File: src/uhb_defines.svh
// offsets, field positions, masks and timing for the host bus control block
`ifndef UHB_DEFINES_SVH
`define UHB_DEFINES_SVH
`define UHB_CLK_MHZ        100
`define UHB_RESET_TIME_US  10000
`define UHB_FRAME_TIME_US  1000
`define UHB_OFS_CTRL       8'h00
`define UHB_OFS_STATUS     8'h04
`define UHB_OFS_IFLAG      8'h08
`define UHB_OFS_IEN_CLR    8'h0c
`define UHB_OFS_IEN_SET    8'h10
`define UHB_OFS_DESC_BASE  8'h14
`define UHB_OFS_FRNUM      8'h18
`define UHB_OFS_BINT       8'h1c
`define UHB_OFS_SOFC       8'h20
`define UHB_OFS_PFLAG      8'h24
`define UHB_OFS_PIEN       8'h28
`define UHB_OFS_PFRZ       8'h2c
`define UHB_OFS_FETCH      8'h30
`define UHB_OFS_FDATA      8'h34
`define UHB_OFS_PIPE_CFG   8'h40
`define UHB_CTRL_EN        0
`define UHB_CTRL_SUPPLY    1
`define UHB_CTRL_BRST      2
`define UHB_CTRL_FMG_EN    3
`define UHB_IRQ_FRAME      2
`define UHB_IRQ_RST        3
`define UHB_IRQ_WAKE       4
`define UHB_IRQ_DN_RESUME  5
`define UHB_IRQ_UP_RESUME  6
`define UHB_IRQ_ATTACH     8
`define UHB_IRQ_DETACH     9
`define UHB_IRQ_MASK       16'h037c
`define UHB_NPIPE          8
`define UHB_DESC_STRIDE    32'h0000_0020
`define UHB_RATE_LOW       2'h1
`define UHB_RATE_FULL      2'h2
`endif

File: src/uhb_pkg.sv
// types shared by the host bus control block
package uhb_pkg;
    typedef enum logic [0:0] {
        UHB_ST_IDLE  = 1'b0,
        UHB_ST_RESET = 1'b1
    } uhb_bus_e;

    typedef struct packed {
        logic dm;
        logic dp;
    } uhb_line_s;

    typedef struct packed {
        logic        we;
        logic [2:0]  addr;
        logic [7:0]  wdata;
    } uhb_cfg_wr_s;
endpackage

File: src/uhb_host_bus_ctl.sv
// host bus control: supply gating, attach/detach, bus reset, frames, descriptor fetch
//
// The implementer's own choices: the placing of the registers and the Avalon-MM register port.
`timescale 1ns/1ps
`include "uhb_defines.svh"
module uhb_host_bus_ctl
    import uhb_pkg::*;
#(
    parameter int RESET_CYCLES = `UHB_RESET_TIME_US * `UHB_CLK_MHZ,
    parameter int FRAME_CYCLES = `UHB_FRAME_TIME_US * `UHB_CLK_MHZ
)
(
    input  wire logic        i_clk,
    input  wire logic        i_rst_n,
    input  wire logic [7:0]  i_avs_address,
    input  wire logic        i_avs_read,
    input  wire logic        i_avs_write,
    input  wire logic [31:0] i_avs_writedata,
    output logic [31:0]      o_avs_readdata,
    output logic             o_avs_waitrequest,
    output logic [31:0]      o_avm_address,
    output logic             o_avm_read,
    input  wire logic [31:0] i_avm_readdata,
    input  wire logic        i_avm_waitrequest,
    input  wire uhb_line_s   i_line,
    output uhb_line_s        o_line,
    output logic             o_line_oe,
    output logic             o_sof,
    output logic             o_irq
);
    ////////////////////////////////////////////////////////////////////////////
    logic        ph_reg, ph_next, wait_reg, wait_next;
    logic [31:0] rdata_reg, rdata_next;
    logic        en_reg, en_next, sup_reg, sup_next, fmg_en_reg, fmg_en_next;
    uhb_bus_e    st_reg, st_next;
    logic [19:0] cnt_reg, cnt_next;
    logic [16:0] fcnt_reg, fcnt_next;
    logic [10:0] frnum_reg, frnum_next;
    logic [7:0]  bint_reg, bint_next, sofc_reg, sofc_next;
    logic [7:0]  pflag_reg, pflag_next, pien_reg, pien_next, pfrz_reg, pfrz_next;
    logic [15:0] iflag_reg, iflag_next, ien_reg, ien_next;
    logic        conn_reg, conn_next;
    logic [1:0]  rate_reg, rate_next;
    logic [31:0] base_reg, base_next, fdata_reg, fdata_next, maddr_reg, maddr_next;
    logic        mrd_reg, mrd_next, sof_reg, sof_next, irq_reg, irq_next;
    uhb_line_s   lout_reg, lout_next;
    logic        loe_reg, loe_next;
    logic        req, wr_take, run, start_rst, rst_done, attach, detach;
    logic [15:0] iset;
    logic [7:0]  pipe_cfg_rdata;
    uhb_cfg_wr_s cfg_wr;

    function automatic logic [31:0] desc_addr(input logic [31:0] base, input logic [2:0] pipe);
        desc_addr = base + `UHB_DESC_STRIDE * {29'h0, pipe};
    endfunction

    function automatic logic hit(input logic [7:0] a, input logic [7:0] ofs);
        hit = (a == ofs);
    endfunction

    ////////////////////////////////////////////////////////////////////////////
    // every access answers in its third cycle so pipe config read data is ready
    assign req     = i_avs_read | i_avs_write;
    assign wr_take = i_avs_write & ~wait_reg;
    assign run     = en_reg & sup_reg;
    assign start_rst = wr_take && hit(i_avs_address, `UHB_OFS_CTRL) &&
                       i_avs_writedata[`UHB_CTRL_BRST] && run && st_reg == UHB_ST_IDLE;
    assign rst_done  = st_reg == UHB_ST_RESET && cnt_reg == 20'(RESET_CYCLES - 1);
    // attach on either line high
    // own reset drive lingers one cycle past the state change; no false detach from it
    assign attach = run && st_reg == UHB_ST_IDLE && !loe_reg && !conn_reg && (|i_line);
    assign detach = run && st_reg == UHB_ST_IDLE && !loe_reg && conn_reg && !(|i_line);

    assign cfg_wr.we    = wr_take && i_avs_address[7:5] == 3'h2;
    assign cfg_wr.addr  = i_avs_address[4:2];
    assign cfg_wr.wdata = i_avs_writedata[7:0];

    uhb_pipe_cfg_mem u_pipe_cfg (
        .i_clk   (i_clk),
        .i_rst_n (i_rst_n),
        .i_clear (start_rst),
        .i_wr    (cfg_wr),
        .i_raddr (i_avs_address[4:2]),
        .o_rdata (pipe_cfg_rdata)
    );

    ////////////////////////////////////////////////////////////////////////////
    always_comb
    begin
        ph_next    = ph_reg;
        wait_next  = 1'b1;
        rdata_next = rdata_reg;
        if (req && wait_reg)
        begin
            ph_next   = ~ph_reg;
            wait_next = ~ph_reg;
        end
        else if (req)
        begin
            ph_next = 1'b0;
        end
        if (req && wait_reg && ph_reg)
        begin
            unique case (i_avs_address)
                `UHB_OFS_CTRL:      rdata_next = {28'h0, fmg_en_reg, st_reg == UHB_ST_RESET,
                                                  sup_reg, en_reg};
                // line state and link rate readable
                `UHB_OFS_STATUS:    rdata_next = {26'h0, run, conn_reg, rate_reg,
                                                  i_line.dm, i_line.dp};
                `UHB_OFS_IFLAG:     rdata_next = {16'h0, iflag_reg};
                `UHB_OFS_IEN_CLR,
                `UHB_OFS_IEN_SET:   rdata_next = {16'h0, ien_reg};
                `UHB_OFS_DESC_BASE: rdata_next = base_reg;
                `UHB_OFS_FRNUM:     rdata_next = {21'h0, frnum_reg};
                `UHB_OFS_BINT:      rdata_next = {24'h0, bint_reg};
                `UHB_OFS_SOFC:      rdata_next = {24'h0, sofc_reg};
                `UHB_OFS_PFLAG:     rdata_next = {24'h0, pflag_reg};
                `UHB_OFS_PIEN:      rdata_next = {24'h0, pien_reg};
                `UHB_OFS_PFRZ:      rdata_next = {24'h0, pfrz_reg};
                `UHB_OFS_FETCH:     rdata_next = {31'h0, mrd_reg};
                `UHB_OFS_FDATA:     rdata_next = fdata_reg;
                default:            rdata_next = (i_avs_address[7:5] == 3'h2) ?
                                                 {24'h0, pipe_cfg_rdata} : 32'h0;
            endcase
        end
    end

    ////////////////////////////////////////////////////////////////////////////
    always_comb
    begin
        en_next = en_reg;     sup_next = sup_reg;     fmg_en_next = fmg_en_reg;
        st_next = st_reg;     cnt_next = cnt_reg;     fcnt_next = fcnt_reg;
        frnum_next = frnum_reg; bint_next = bint_reg; sofc_next = sofc_reg;
        pflag_next = pflag_reg; pien_next = pien_reg; pfrz_next = pfrz_reg;
        ien_next = ien_reg;   conn_next = conn_reg;   rate_next = rate_reg;
        base_next = base_reg; fdata_next = fdata_reg; maddr_next = maddr_reg;
        mrd_next = mrd_reg;   sof_next = 1'b0;        iset = 16'h0;
        lout_next = '0;
        loe_next  = st_reg == UHB_ST_RESET;
        if (wr_take)
        begin
            unique case (i_avs_address)
                `UHB_OFS_CTRL:
                begin
                    en_next   = i_avs_writedata[`UHB_CTRL_EN];
                    sup_next  = i_avs_writedata[`UHB_CTRL_SUPPLY];
                    fmg_en_next = i_avs_writedata[`UHB_CTRL_FMG_EN];
                end
                `UHB_OFS_IEN_CLR:   ien_next = ien_reg & ~i_avs_writedata[15:0];
                `UHB_OFS_IEN_SET:   ien_next = ien_reg | (i_avs_writedata[15:0] & `UHB_IRQ_MASK);
                `UHB_OFS_DESC_BASE: base_next = i_avs_writedata;
                `UHB_OFS_BINT:      bint_next = i_avs_writedata[7:0];
                `UHB_OFS_SOFC:      sofc_next = i_avs_writedata[7:0];
                `UHB_OFS_PFLAG:     pflag_next = pflag_reg & ~i_avs_writedata[7:0];
                `UHB_OFS_PIEN:      pien_next = i_avs_writedata[7:0];
                `UHB_OFS_PFRZ:      pfrz_next = i_avs_writedata[7:0];
                `UHB_OFS_FETCH:
                begin
                    if (!mrd_reg && run)
                    begin
                        mrd_next   = 1'b1;
                        maddr_next = desc_addr(base_reg, i_avs_writedata[2:0]);
                    end
                end
                default:            ;
            endcase
        end
        if (mrd_reg && !i_avm_waitrequest)
        begin
            mrd_next   = 1'b0;
            fdata_next = i_avm_readdata;
        end
        if (attach)
        begin
            conn_next = 1'b1;
            rate_next = i_line.dm ? `UHB_RATE_LOW : `UHB_RATE_FULL;
            iset[`UHB_IRQ_ATTACH] = 1'b1;
        end
        if (detach)
        begin
            conn_next = 1'b0;
            iset[`UHB_IRQ_DETACH] = 1'b1;
        end
        // device-driven DM high, DP low while suspended is taken as upstream resume, whatever rate_reg holds
        if (run && conn_reg && !fmg_en_reg && st_reg == UHB_ST_IDLE && i_line.dm && !i_line.dp)
        begin
            iset[`UHB_IRQ_UP_RESUME] = 1'b1;
        end
        if (run && fmg_en_reg && conn_reg && st_reg == UHB_ST_IDLE)
        begin
            fcnt_next = fcnt_reg + 17'h1;
            if (fcnt_reg == 17'(FRAME_CYCLES - 1))
            begin
                fcnt_next = 17'h0;
                frnum_next = frnum_reg + 11'h1;
                sof_next  = 1'b1;
                iset[`UHB_IRQ_FRAME] = 1'b1;
            end
        end
        unique case (st_reg)
            UHB_ST_IDLE:
            begin
                if (start_rst)
                begin
                    st_next  = UHB_ST_RESET;
                    cnt_next = 20'h0;
                    if (!fmg_en_reg)
                    begin
                        iset[`UHB_IRQ_WAKE] = 1'b1;
                    end
                    fmg_en_next = 1'b1;
                    frnum_next = 11'h0; fcnt_next = 17'h0;
                    bint_next = 8'h0;   sofc_next = 8'h0;
                    pflag_next = 8'h0;  pien_next = 8'h0;  pfrz_next = 8'h0;
                end
            end
            UHB_ST_RESET:
            begin
                cnt_next = cnt_reg + 20'h1;
                if (!run)
                begin
                    st_next = UHB_ST_IDLE;
                end
                else if (rst_done)
                begin
                    // reset sent flag; pipes stay cleared
                    st_next = UHB_ST_IDLE;
                    iset[`UHB_IRQ_RST] = 1'b1;
                end
            end
        endcase
        // halt zeroes the frame timer; frame enable keeps its value unless CTRL is written
        if (!run)
        begin
            fmg_en_next = wr_take && hit(i_avs_address, `UHB_OFS_CTRL) ? fmg_en_next : fmg_en_reg;
            fcnt_next = 17'h0;
        end
        // hardware set wins over a software clear in the same cycle
        iflag_next = (wr_take && hit(i_avs_address, `UHB_OFS_IFLAG)) ?
                     (iflag_reg & ~i_avs_writedata[15:0]) : iflag_reg;
        iflag_next = iflag_next | iset;
        irq_next = |(iflag_reg & ien_reg);
    end

    ////////////////////////////////////////////////////////////////////////////
    always_ff @(posedge i_clk or negedge i_rst_n)
    begin
        if (!i_rst_n)
        begin
            ph_reg <= 1'b0;   wait_reg <= 1'b1;  rdata_reg <= 32'h0;
            en_reg <= 1'b0;   sup_reg <= 1'b0;   fmg_en_reg <= 1'b0;
            st_reg <= UHB_ST_IDLE;               cnt_reg <= 20'h0;
            fcnt_reg <= 17'h0; frnum_reg <= 11'h0; bint_reg <= 8'h0;
            sofc_reg <= 8'h0; pflag_reg <= 8'h0; pien_reg <= 8'h0;
            pfrz_reg <= 8'h0; iflag_reg <= 16'h0; ien_reg <= 16'h0;
            conn_reg <= 1'b0; rate_reg <= 2'h0;  base_reg <= 32'h0;
            fdata_reg <= 32'h0; maddr_reg <= 32'h0; mrd_reg <= 1'b0;
            sof_reg <= 1'b0;  irq_reg <= 1'b0;   lout_reg <= '0;
            loe_reg <= 1'b0;
        end
        else
        begin
            ph_reg <= ph_next;   wait_reg <= wait_next; rdata_reg <= rdata_next;
            en_reg <= en_next;   sup_reg <= sup_next;   fmg_en_reg <= fmg_en_next;
            st_reg <= st_next;   cnt_reg <= cnt_next;
            fcnt_reg <= fcnt_next; frnum_reg <= frnum_next; bint_reg <= bint_next;
            sofc_reg <= sofc_next; pflag_reg <= pflag_next; pien_reg <= pien_next;
            pfrz_reg <= pfrz_next; iflag_reg <= iflag_next; ien_reg <= ien_next;
            conn_reg <= conn_next; rate_reg <= rate_next; base_reg <= base_next;
            fdata_reg <= fdata_next; maddr_reg <= maddr_next; mrd_reg <= mrd_next;
            sof_reg <= sof_next; irq_reg <= irq_next;   lout_reg <= lout_next;
            loe_reg <= loe_next;
        end
    end

    assign o_avs_readdata    = rdata_reg;
    assign o_avs_waitrequest = wait_reg;
    assign o_avm_address     = maddr_reg;
    assign o_avm_read        = mrd_reg;
    assign o_line            = lout_reg;
    assign o_line_oe         = loe_reg;
    assign o_sof             = sof_reg;
    assign o_irq             = irq_reg;

    ////////////////////////////////////////////////////////////////////////////
    a_halt_blocks_reset: assert property (@(posedge i_clk) disable iff (!i_rst_n)
        !run |=> st_reg == UHB_ST_IDLE) else $error("bus reset runs while halted");
    a_attach_sets_flag: assert property (@(posedge i_clk) disable iff (!i_rst_n)
        attach |=> iflag_reg[`UHB_IRQ_ATTACH] && conn_reg) else $error("attach lost");
    a_detach_sets_flag: assert property (@(posedge i_clk) disable iff (!i_rst_n)
        detach |=> iflag_reg[`UHB_IRQ_DETACH] && !conn_reg) else $error("detach lost");
    a_reset_drives_se0: assert property (@(posedge i_clk) disable iff (!i_rst_n)
        start_rst |=> ##1 o_line_oe && o_line == '0) else $error("no reset signalling");
    a_reset_sent_flag: assert property (@(posedge i_clk) disable iff (!i_rst_n)
        rst_done && run |=> iflag_reg[`UHB_IRQ_RST] && st_reg == UHB_ST_IDLE)
        else $error("reset sent flag missing");
    a_resume_wake_fmg: assert property (@(posedge i_clk) disable iff (!i_rst_n)
        start_rst && !fmg_en_reg |=> iflag_reg[`UHB_IRQ_WAKE] && fmg_en_reg)
        else $error("resume from suspend missing");
    a_reset_clears_state: assert property (@(posedge i_clk) disable iff (!i_rst_n)
        start_rst |=> frnum_reg == 11'h0 && pien_reg == 8'h0 && pfrz_reg == 8'h0 &&
        bint_reg == 8'h0 && sofc_reg == 8'h0) else $error("reset left pipe state");
    a_enclr_bit3: assert property (@(posedge i_clk) disable iff (!i_rst_n)
        wr_take && hit(i_avs_address, `UHB_OFS_IEN_CLR) && i_avs_writedata[3]
        |=> !ien_reg[3]) else $error("enable clear ignored");
    a_enclr_zero_keeps: assert property (@(posedge i_clk) disable iff (!i_rst_n)
        wr_take && hit(i_avs_address, `UHB_OFS_IEN_CLR) && !i_avs_writedata[6]
        |=> ien_reg[6] == $past(ien_reg[6])) else $error("zero write changed enable");
    a_irq_follows: assert property (@(posedge i_clk) disable iff (!i_rst_n)
        (|(iflag_reg & ien_reg)) |=> o_irq) else $error("irq not raised");
    a_bus_answer: assert property (@(posedge i_clk) disable iff (!i_rst_n)
        req && wait_reg && !ph_reg |=> ##1 !o_avs_waitrequest) else $error("slow answer");
endmodule // uhb_host_bus_ctl

File: src/uhb_pipe_cfg_mem.sv
// pipe configuration store, registered read, clear-all port
`timescale 1ns/1ps
`include "uhb_defines.svh"
module uhb_pipe_cfg_mem
    import uhb_pkg::*;
(
    input  wire logic        i_clk,
    input  wire logic        i_rst_n,
    input  wire logic        i_clear,
    input  wire uhb_cfg_wr_s i_wr,
    input  wire logic [2:0]  i_raddr,
    output logic [7:0]       o_rdata
);
    logic [7:0] mem_reg  [`UHB_NPIPE];
    logic [7:0] mem_next [`UHB_NPIPE];
    logic [7:0] rdata_next;

    always_comb
    begin
        for (int i = 0; i < `UHB_NPIPE; i++)
        begin
            mem_next[i] = i_clear ? 8'h00 : mem_reg[i];
        end
        if (i_wr.we && !i_clear)
        begin
            mem_next[i_wr.addr] = i_wr.wdata;
        end
        rdata_next = mem_reg[i_raddr];
    end

    always_ff @(posedge i_clk or negedge i_rst_n)
    begin
        if (!i_rst_n)
        begin
            for (int i = 0; i < `UHB_NPIPE; i++)
            begin
                mem_reg[i] <= 8'h00;
            end
            o_rdata <= 8'h00;
        end
        else
        begin
            mem_reg <= mem_next;
            o_rdata <= rdata_next;
        end
    end
endmodule // uhb_pipe_cfg_mem

File: config.mk
export PLATFORM = sky130hd
export DESIGN_NAME = uhb_host_bus_ctl
export DESIGN_NICKNAME = d
export VERILOG_FILES = /design/src/uhb_pkg.sv /design/src/uhb_host_bus_ctl.sv /design/src/uhb_pipe_cfg_mem.sv
export VERILOG_INCLUDE_DIRS = /design/src /design/src/src
export SDC_FILE = /design/constraint.sdc
export NUM_CORES = 1
export LEC_CHECK = 0
export ABC_AREA = 1
export BUFFER_PORTS_ARGS = -buffer_cell sky130_fd_sc_hd__buf_2
export CAP_MARGIN = 20
export CORE_UTILIZATION = 60
export CTS_CLUSTER_DIAMETER = 50
export DETAILED_ROUTE_END_ITERATION = 10
export PLACE_DENSITY = 0.81
export SYNTH_ARGS = -nofsm -noshare
export SYNTH_HDL_FRONTEND = slang
export SYNTH_SLANG_ARGS = --single-unit
File: constraint.sdc
create_clock -name i_clk -period 4.8 [get_ports i_clk]
set_clock_uncertainty 0.2 [all_clocks]
set_input_delay 0.48 -clock i_clk [delete_from_list [all_inputs] [get_ports i_clk]]
set_output_delay 0.48 -clock i_clk [all_outputs]
set_load 0.02 [all_outputs]
==> flow_metrics.py, run 1 <==
metrics = {
    "worst_setup_path": {
        "cp.required_ns": 4.97,
        "regToRegSetupSlack_ns": 1.82,
        "start_kind": "flip-flop",
        "critPathSlowestCell": "nand3_1",
        "r2r-start": "o_avs_waitrequest",
        "crit_type": "reg2reg",
        "r2r-end": "fcnt_reg[8]",
        "critPathTopFamily": "simple AND/OR/NAND/NOR gates",
        "cp_num_cells": 7,
        "crit_buf_inv": 2,
        "path_cells": "inv_1, nand2_1, buf_4, nor2_1, nand4_4, nand3_1, nor2_1",
        "crit_top_cell": "nor2_1",
        "end_kind": "flip-flop",
        "path_max_fanout": 56,
        "endpoint": "fcnt_reg[8]",
        "crit_arrival_ns": 3.14,
        "cp-startpoint": "o_avs_waitrequest",
        "cpPeakStageDelay_ns": 0.84,
        "reg2regPathDepth": 7,
    },
    "synth": {
        "ys_seq_area_frac": 0.528,
        "yosysMostFrequentCell": "nand2_1",
        "synth_edf_count": 0,
        "syn_area_mm2": 0.0158,
        "synth_top_area_cell": "dfrtp_1",
        "synth_warnings": 0,
        "synth_common_cells": "nand2_1, dfrtp_1, o21ai_0",
        "synthTopCellsByArea": "dfrtp_1, nand2_1, o21ai_0, nand3_1, inv_1",
        "yosysUniqueCellTypes": 55,
        "synth_top_area_share": 0.526,
        "syn_inst": 1925,
        "ys.flop_type": "dfrtp_1",
        "syn_avg_cell_area_um2": 8.20,
        "async_flop_share": 1.00,
        "synth-seq-cells": 333,
    },
    "clock_network": {
        "h-tree-depth": 2,
        "cts_setup_buffers": 0,
        "clk_pin_slew_ns": 0.06,
        "ctsLongestPathBuffers": 3,
        "clkSinkCount": 333,
        "cts_inserted_buffers": 37,
        "clockRootBuffer": "clkbuf_16",
        "clkLatencyLatePin_ns": 0.52,
        "cts_tree": "built",
    },
    "place": {
        "gp_congestion": 0.995,
        "io_buffers": 147,
        "hpwl_um": 30600,
    },
    "sta": {
        "max_freq_mhz": 336,
        "rsz0062_at_grt": "no",
        "period_needed_ns": 2.98,
        "relSlewSlack": 0.329,
        "hold_ws_ns": 0.0124,
        "setup_viol": 0,
        "hold_violations": 0,
        "final_max_slew_viol_count": 0,
        "fin_crit_sh": 0.620,
        "fin_tns_setup_ns": 0,
        "tightestPinTransition_ns": 1.01,
    },
    "die": {
        "ios": 150,
        "chipHeight_um": 164,
        "die_x_um": 164,
        "dieArea_mm2": 0.0270,
        "core-area_mm2": 0.0255,
        "initial_core_util": 0.620,
        "row_count": 58,
    },
    "outcome": {
        "status": "completed",
    },
    "global_route": {
        "antenna_found_initial": 0,
        "grt_start_max_net_pins": 135,
        "grt_pass1_vias": 13528,
        "grt.overflow.total": 0,
        "track_usage": 0.345,
        "grt_pass1_wl_um": 71700,
    },
    "pwr": {
        "vdd_ir_drop_max_mv": 0.315,
        "total_leakage_power_uw": 0.00926,
        "powerDensity_mw_per_mm2": 369,
    },
    "finish": {
        "multiInputGateArea_mm2": 0.00632,
        "fin_nets": 2151,
        "largest_register_ffs": 64,
        "drive_gt1_frac": 0.128,
        "fill_cells": 1939,
        "area_growth_pct": 15.6,
        "layout.area.seq_mm2": 0.00833,
        "antenna_cells": 0,
    },
    "route": {
        "routedWlPerCell_um": 18.7,
        "vias": 14200,
        "drc": 0,
        "avgViaCountPerCell": 5.86,
        "ant_nets": 0,
        "drt_wl_total_um": 45300,
        "dr.pass1.iters": 7,
        "drt_iter0_markers": 1516,
    },
    "flow_run": {
        "drv_cap": 0,
    },
    "worst_hold_path": {
        "hold_path.class": "in2reg",
    },
}
[routing by layer]
metal  global-route usage  wire (µm)  vias to the layer above  part of all wire
li1                     -          -                     6593                 -
met1                0.480      19200                     6836              0.42
met2                0.549      21100                      669              0.46
met3               0.0573       3740                      102             0.082
met4                0.116       1330                        0             0.029
met5                    0          0                        -                 0
[through the flow]
| stage | cell area [µm²] | utilization | total power [µW] | std cells | worst slack [ns] |
|---|---|---|---|---|---|
| after floorplan | 15800 | - | 3450 | 1926 | 2.70 |
| after global placement | 16700 | 0.654 | 3700 | 2330 | 1.60 |
| after detailed placement | 16700 | 0.655 | 3750 | 2331 | 1.54 |
| after CTS | 18200 | 0.716 | 6740 | 2423 | 1.84 |
| after global routing | 18200 | 0.716 | 6950 | 2424 | 1.60 |
| final | 18200 | 0.716 | 6730 | 2424 | 1.82 |
[worst register-to-register path: stages, from the launching register on]
cell and delay (ns):
dfstp_2 0.37, inv_1 0.06, nand2_1 0.05, buf_4 0.20
nor2_1 0.28, nand4_4 0.65, nand3_1 0.88, nor2_1 0.14
[kinds of logic (layout without fill, tap and decap cells)]
logic type | after synthesis | in the layout | share of synthesized area
mux | 3 | 3 | 0.00206
compound gates | 370 | 370 | 0.128
simple gates | 918 | 918 | 0.253
xor+xnor | 19 | 19 | 0.0105
flops | 333 | 333 | 0.528
other cells | 1 | 2 | 0.000238
fa+ha+maj | 7 | 7 | 0.00602
buf+inv | 274 | 442 | 0.0721
[timing repair]
| action | CTS | global route |
|---|---|---|
| hold endpoints to repair | 154 | 0 |
| hold buffers | 24 | 0 |
| gates resized for setup | 0 | 0 |
[layout make-up]
class | instances | share of cell area
sequential | 333 | 0.457
multi-input combinational | 1319 | 0.347
timing repair buffer | 185 | 0.0633
clock buffer | 55 | 0.0617
inverter | 189 | 0.0390
tap | 330 | 0.0226
clock inverter | 13 | 0.00994
[power by group]
part	total, µW	switching [µW]	internal (µW)
Combinational	636	442	194
Clock	3000	1150	1850
Sequential	3100	104	2990
[cells in the final DEF (no fill, tap or decap), types with 3 or more instances in the layout]
master,Yosys,routed
clkbuf_1,29,7
o21ai_0,181,181
a211oi_1,11,11
nor2_4,6,7
clkbuf_16,0,39
dfrtp_1,332,332
nand4_1,26,26
inv_1,179,179
dlygate4sd3_1,0,24
a21oi_1,75,75
o21ai_1,36,36
nand2_1,506,506
a41oi_1,3,3
a31oi_1,8,8
nor4_1,5,5
nor2_2,4,4
nand2_2,10,10
o2111ai_1,3,3
inv_2,7,7
xnor2_1,3,3
nor2_1,151,150
clkbuf_8,0,10
clkinv_2,1,5
a22oi_1,17,17
o22ai_1,20,20
ha_1,6,6
nor3_1,22,22
buf_4,12,9
buf_2,37,146
buf_12,0,3
a21boi_0,4,4
bufinv_16,0,4
nand3_1,168,168
o21a_1,6,6
nor3b_1,3,3
xor2_1,16,16
[how the worst min path moves through the flow]
stage | cells past startpoint | end | start | slack, ns
final | 3 | fdata_reg[5] | i_avm_readdata[5] | 0.01
after detailed placement | 2 | o_avs_readdata[19] | o_avs_readdata[19] | 0.26
after global routing | 3 | fdata_reg[5] | i_avm_readdata[5] | 0.005
after global placement | 2 | o_avs_readdata[16] | o_avs_readdata[16] | 0.26
after CTS | 3 | fdata_reg[25] | i_avm_readdata[25] | 0.0002
after floorplan | 0 | async pin | i_rst_n | -0.02
No activity file was read; power rests on OpenSTA's default activity.
==> run 2, diff against run 1 <==
--- a/config.mk
+++ b/config.mk
@@ -6,13 +6,13 @@
 export SDC_FILE = /design/constraint.sdc
 export NUM_CORES = 1
 export LEC_CHECK = 0
-export ABC_AREA = 1
+export ABC_AREA = 0
 export BUFFER_PORTS_ARGS = -buffer_cell sky130_fd_sc_hd__buf_2
 export CAP_MARGIN = 20
-export CORE_UTILIZATION = 60
+export CORE_UTILIZATION = 54
 export CTS_CLUSTER_DIAMETER = 50
 export DETAILED_ROUTE_END_ITERATION = 10
-export PLACE_DENSITY = 0.81
+export PLACE_DENSITY = 0.77
 export SYNTH_ARGS = -nofsm -noshare
 export SYNTH_HDL_FRONTEND = slang
 export SYNTH_SLANG_ARGS = --single-unit
==> constraint.sdc (replaced) <==
create_clock -name i_clk -period 2.4 [get_ports i_clk]
set_clock_uncertainty 0.2 [all_clocks]
set_input_delay 0.24 -clock i_clk [delete_from_list [all_inputs] [get_ports i_clk]]
set_output_delay 0.24 -clock i_clk [all_outputs]
set_load 0.02 [all_outputs]
==> run 2 against run 1 <==
Fmax up 29%. Synthesized area down 1.3%. Combinational power rose to 3.9 times the previous value. Critical path type unchanged. Wire length up 2.7%. Final cell count down 11%.
==> flow_metrics.py, run 2 <==
metrics = {
    "finish": {
        "final_common_cell": "dfrtp_1",
        "fill_cells": 2100,
        "drive_gt1_frac": 0.234,
        "area_growth_pct": 23.3,
        "layout_common_cells": "dfrtp_1, nand2_1, buf_2, o21ai_0, nor2_1",
        "antenna_cells": 0,
        "fin_nets": 1845,
        "stdcell_count": 2168,
        "design_area_mm2": 0.0192,
        "largest_register_ffs": 64,
    },
    "sta": {
        "rsz0062_at_grt": "no",
        "fin_crit_sh": 0.960,
        "fin_tns_setup_ns": 0,
        "final_max_slew_viol_count": 0,
        "relSlewSlack": 0.616,
        "setup_viol": 0,
        "tightestPinTransition_ns": 0.575,
        "period_needed_ns": 2.31,
        "hold_violations": 0,
        "worst_slack_ns": 0.0949,
        "max_freq_mhz": 434,
    },
    "place": {
        "hpwl_um": 30600,
        "dp_slack_ns": 0.0874,
        "placed_cell_area_mm2": 0.0172,
        "gp_congestion": 0.972,
        "placedCellCount": 2027,
        "io_buffers": 147,
    },
    "clock_network": {
        "cts_inserted_buffers": 39,
        "cts_setup_buffers": 0,
        "cts_tree": "built",
        "clockRootBuffer": "clkbuf_16",
        "h-tree-depth": 2,
        "clkSinkCount": 333,
        "ctsLongestPathBuffers": 3,
        "clk_pin_slew_ns": 0.06,
        "clkLatencyLatePin_ns": 0.54,
    },
    "die": {
        "die_x_um": 172,
        "row_count": 61,
        "initial_core_util": 0.555,
        "core-area_mm2": 0.0281,
        "dieArea_mm2": 0.0295,
        "chipHeight_um": 172,
        "ios": 150,
    },
    "global_route": {
        "track_usage": 0.321,
        "grt.overflow.total": 0,
        "grt_pass1_wl_um": 72300,
        "antenna_found_initial": 0,
        "grt_pass1_vias": 13043,
        "grt_start_max_net_pins": 101,
    },
    "synth": {
        "synthMuxAreaShare": 0.0991,
        "async_flop_share": 1.00,
        "synth_compound_area_frac": 0.120,
        "synth_edf_count": 0,
        "synthTopCellsByArea": "dfrtp_1, nand2_1, mux2_2, o21ai_0, nor2_1",
        "yosysMostFrequentCell": "dfrtp_1",
        "ys_seq_area_frac": 0.535,
        "synth_top_area_cell": "dfrtp_1",
        "synth_common_cells": "dfrtp_1, nand2_1, nor2_1",
        "synth_warnings": 0,
        "synth_top_area_share": 0.533,
        "syn_avg_cell_area_um2": 10.3,
        "synth_adder_area_share": 0.00611,
        "synth_top_family_by_area": "simple AND/OR/NAND/NOR gates",
        "synth_xor_area_frac": 0.0292,
        "syn_area_mm2": 0.0156,
        "syn_inst": 1516,
        "synth-simple-area-share": 0.176,
        "ys.flop_type": "dfrtp_1",
        "yosysUniqueCellTypes": 78,
        "synth-seq-cells": 333,
    },
    "worst_setup_path": {
        "r2r-end": "o_avm_address[27]",
        "path_max_fanout": 7,
        "endpoint": "o_avm_address[27]",
        "cp-startpoint": "base_reg[5]",
        "regToRegSetupSlack_ns": 0.09,
        "reg2regPathDepth": 7,
        "start_kind": "flip-flop",
        "end_kind": "flip-flop",
        "crit_type": "reg2reg",
        "crit_arrival_ns": 2.50,
        "cp.required_ns": 2.59,
        "r2r-start": "base_reg[5]",
    },
    "worst_hold_path": {
        "hold_path.class": "in2reg",
        "hp-start": "i_avm_waitrequest",
    },
    "flow_run": {
        "drv_cap": 0,
    },
    "route": {
        "drt_iter0_markers": 1200,
        "vias": 13143,
        "drc": 0,
        "avgViaCountPerCell": 6.06,
        "routedWlPerCell_um": 21.5,
        "dr.pass1.iters": 6,
        "ant_nets": 0,
        "drt_wl_total_um": 46600,
    },
    "outcome": {
        "status": "completed",
    },
    "pwr": {
        "vdd_ir_drop_max_mv": 0.588,
        "total_leakage_power_uw": 0.00862,
        "powerDensity_mw_per_mm2": 794,
    },
}
## run 2: worst min path at each step
stage / cells after the start / slack, ns / to
2_1_floorplan: 0 / -0.26 / async pin
3_3_place_gp: 1 / -0.08 / cnt_reg[18]
3_5_place_dp: 1 / -0.08 / cnt_reg[18]
4_1_cts: 4 / 0.01 / o_avm_read
5_1_grt: 4 / 0.02 / o_avm_read
6_report: 4 / 0.03 / o_avm_read
## run 2: logic make-up (layout without fill, tap and decap cells)
| group | after synthesis | after routing |
|---|---|---|
| XOR/XNOR | 52 | 52 |
| AO/OA/AOI/OAI | 298 | 298 |
| AND/OR/NAND/NOR | 590 | 590 |
| flip-flops | 333 | 333 |
| multiplexers | 120 | 120 |
| adder cells (fa/ha/maj) | 7 | 7 |
| buffers and inverters | 115 | 388 |
| other | 1 | 2 |
## run 2: repair_timing
action,4_1_cts,5_1_grt
hold endpoints to repair,469,0
hold buffers,68,0
setup endpoints to repair,0,3
gates resized for setup,0,1
## run 2: cell type report
cell class              count  area [µm²]  area share
flip-flops and latches    333        8330       0.434
multi-input cells        1069        6740       0.351
repair buffers            301        2270       0.118
clock buffers              61        1190      0.0619
well taps                 378         473      0.0246
clock inverters            11         144     0.00749
inverters                  15        60.1     0.00313
## run 2: report_power, final
group / switching, µW / total (µW) / internal [µW] / leakage (µW)
Clock: 2380 / 6040 / 3660 / 0.000651
Sequential: 467 / 6740 / 6270 / 0.00434
Combinational: 1490 / 2470 / 976 / 0.00363
## run 2: routing by layer
layer  GRT usage  vias up  share of wire
li1            -     5885              -
met1       0.431     6523           0.41
met2       0.507      623           0.47
met3      0.0683      112          0.082
met4       0.132        0          0.038
met5           0        -              0
## run 2: critical path, cell delays in order (launching register included)
cell,delay (ns)
dfrtp_1,0.40
ha_1,0.23
fa_1,0.42
a21o_1,0.20
and3_1,0.28
nand3_1,0.15
xor2_1,0.18
o21ai_0,0.11
## run 2: metrics by stage
| step | utilization | hold slack [ns] | power, µW |
|---|---|---|---|
| after global routing | 0.684 | 0.0204 | 15800 |
| after CTS | 0.683 | 0.0138 | 15200 |
| after global placement | 0.611 | -0.0818 | 9000 |
| after detailed placement | 0.611 | -0.0817 | 9090 |
| after floorplan | - | -0.256 | 8050 |
| final | 0.684 | 0.0292 | 15300 |
==> run 3, diff against run 2 <==
--- a/config.mk
+++ b/config.mk
@@ -9,10 +9,13 @@
 export ABC_AREA = 0
 export BUFFER_PORTS_ARGS = -buffer_cell sky130_fd_sc_hd__buf_2
 export CAP_MARGIN = 20
-export CORE_UTILIZATION = 54
+export CELL_PAD_IN_SITES_DETAIL_PLACEMENT = 0
+export CELL_PAD_IN_SITES_GLOBAL_PLACEMENT = 2
+export CORE_UTILIZATION = 35
 export CTS_CLUSTER_DIAMETER = 50
 export DETAILED_ROUTE_END_ITERATION = 10
-export PLACE_DENSITY = 0.77
+export PLACE_DENSITY_LB_ADDON = 0.1
+export SKIP_LAST_GASP = 1
 export SYNTH_ARGS = -nofsm -noshare
 export SYNTH_HDL_FRONTEND = slang
 export SYNTH_SLANG_ARGS = --single-unit
==> run 3 against run 2 <==
Combinational power barely moved. Die area rose by 54%. Setup slack improved by 0.0072 ns. Count of clock-buffer cells in the layout fell by 2. Critical path depth rose by 2. Non-clock buffer count rose by 28. Critical endpoint is now o_avm_address[19]. Largest cell class unchanged.
==> flow_metrics.py, run 3 (same netlist as run 2, synthesis figures left out) <==
metrics = {
    "outcome": {
        "status": "completed",
    },
    "worst_setup_path": {
        "cp_num_cells": 9,
        "cp.required_ns": 2.65,
        "crit_arrival_ns": 2.55,
        "r2r-start": "loe_next",
        "cp-startpoint": "i_avs_writedata[0]",
        "path_max_fanout": 7,
        "critPathTopFamily": "buffers and inverters",
        "critPathSlowestCell": "dlygate4sd3_1",
        "start_kind": "input port",
        "path_cells": "dlygate4sd3_1, buf_2, ha_1, fa_1, a21o_1, and3_1, and4_1, xnor2_1, o21ai_0",
        "crit_type": "in2reg",
        "crit_buf_inv": 2,
        "end_kind": "flip-flop",
        "cpPeakStageDelay_ns": 0.53,
        "reg2regPathDepth": 7,
    },
    "pwr": {
        "combPwrFrac": 0.155,
        "p_sw_frac": 0.287,
        "powerDensity_mw_per_mm2": 800,
        "p_total_uw": 15900,
        "p_sw_uw": 4550,
        "total_leakage_power_uw": 0.00881,
        "p_int_uw": 11300,
        "power_frac_clock": 0.422,
        "p_seq_frac": 0.423,
        "vdd_ir_drop_max_mv": 0.530,
    },
    "clock_network": {
        "clkSinkCount": 333,
        "clockRootBuffer": "clkbuf_16",
        "cts_tree": "built",
        "cts_inserted_buffers": 46,
        "clk_pin_slew_ns": 0.05,
        "ctsLongestPathBuffers": 3,
        "cts_setup_buffers": 0,
        "h-tree-depth": 2,
        "clkLatencyLatePin_ns": 0.57,
    },
    "sta": {
        "relSlewSlack": 0.613,
        "tightestPinTransition_ns": 0.572,
        "fin_crit_sh": 0.957,
        "max_freq_mhz": 435,
        "setup_viol": 0,
        "rsz0062_at_grt": "no",
        "fin_tns_setup_ns": 0,
        "period_needed_ns": 2.30,
        "hold_violations": 0,
        "final_max_slew_viol_count": 0,
    },
    "route": {
        "drc": 0,
        "drt_wl_total_um": 51700,
        "drt_iter0_markers": 1035,
        "vias": 12608,
        "avgViaCountPerCell": 5.22,
        "routedWlPerCell_um": 21.4,
        "dr.pass1.iters": 5,
        "ant_nets": 0,
    },
    "finish": {
        "design_area_mm2": 0.0198,
        "multiInputGateArea_mm2": 0.00675,
        "fill_cells": 4219,
        "antenna_cells": 0,
        "fin_util": 0.456,
        "layout.area.seq_mm2": 0.00833,
        "final_common_cell": "dfrtp_1",
        "area_growth_pct": 27.2,
        "layout_common_cells": "dfrtp_1, nand2_1, buf_2, o21ai_0, nor2_1",
        "largest_register_ffs": 64,
        "fin_nets": 1880,
        "drive_gt1_frac": 0.249,
    },
    "place": {
        "io_buffers": 147,
        "placed_cell_area_mm2": 0.0176,
        "hpwl_um": 36200,
        "gp_congestion": 0.874,
    },
    "global_route": {
        "grt_util_met3": 0.0341,
        "grt_start_max_net_pins": 65,
        "grt_pass1_wl_um": 78900,
        "grt.met2_usage": 0.362,
        "grt.overflow.total": 0,
        "track_usage": 0.234,
        "busiest_layer": "met2",
        "grt_pass1_vias": 12563,
        "antenna_found_initial": 1,
        "use_met1": 0.334,
    },
    "flow_run": {
        "drv_cap": 0,
    },
    "die": {
        "chipHeight_um": 213,
        "dieArea_mm2": 0.0453,
        "die_x_um": 213,
        "core-area_mm2": 0.0435,
        "row_count": 76,
        "ios": 150,
        "initial_core_util": 0.358,
    },
    "worst_hold_path": {
        "hold_path.class": "in2async",
    },
}
run 3: changes by cell type in the layout (fill, tap and decap cells not counted), sizes merged, moves of 2 or more:
cell         delta
dlygate4sd3     +4
buf            +24
clkbuf          -2
clkinvlp        +5
clkinv          +8
run 3: timing repair:
item | CTS | global route
endpoints found under the setup margin | 0 | 12
hold buffers | 72 | 0
hold endpoints to repair | 489 | 0
resized for setup | 0 | 2
run 3: metal layers:
layer / share of wire / vias to the layer above
met1: 0.48 / 6277
met5: 0 / -
met3: 0.045 / 70
met2: 0.45 / 288
li1: - / 5973
met4: 0.024 / 0
run 3: power by group through the flow:
stage / clock network, µW / logic (µW) / registers (µW)
CTS: 6890 / 2470 / 6710
detailed placement: 0 / 2360 / 6800
global placement: 0 / 2340 / 6790
finish: 6700 / 2450 / 6710
global route: 7060 / 2710 / 6780
floorplan: 0 / 1090 / 6960
run 3: cell type report:
type	count	area share
Tap cell	585	0.0369
Inverter	15	0.00284
Clock buffer	59	0.0632
Clock inverter	24	0.0119
Sequential cell	333	0.421
Timing Repair Buffer	329	0.124
Multi-Input combinational cell	1069	0.341
run 3: final timing paths:
| path | slack, ns | endpoint |
|---|---|---|
| max | 0.10 | o_avm_address[19] |
| min | 0.02 | o_avm_address[1] |
| max reg2reg | 0.11 | rate_reg[1] |
| min reg2reg | 0.27 | o_avm_address[8] |
| max in group asynchronous | 1.21 | fdata_reg[7] |
| min in group i_clk | 0.06 | iflag_reg[10] |
run 3: metrics by stage:
step                setup slack [ns]  std cells  hold slack (ns)
CTS                           0.0349       2414           0.0142
detailed placement           -0.0227       2259           0.0385
floorplan                      0.171       1517           -0.256
finish                         0.102       2414           0.0177
global route                0.000711       2414           0.0448
global placement              0.0300       2259           0.0308
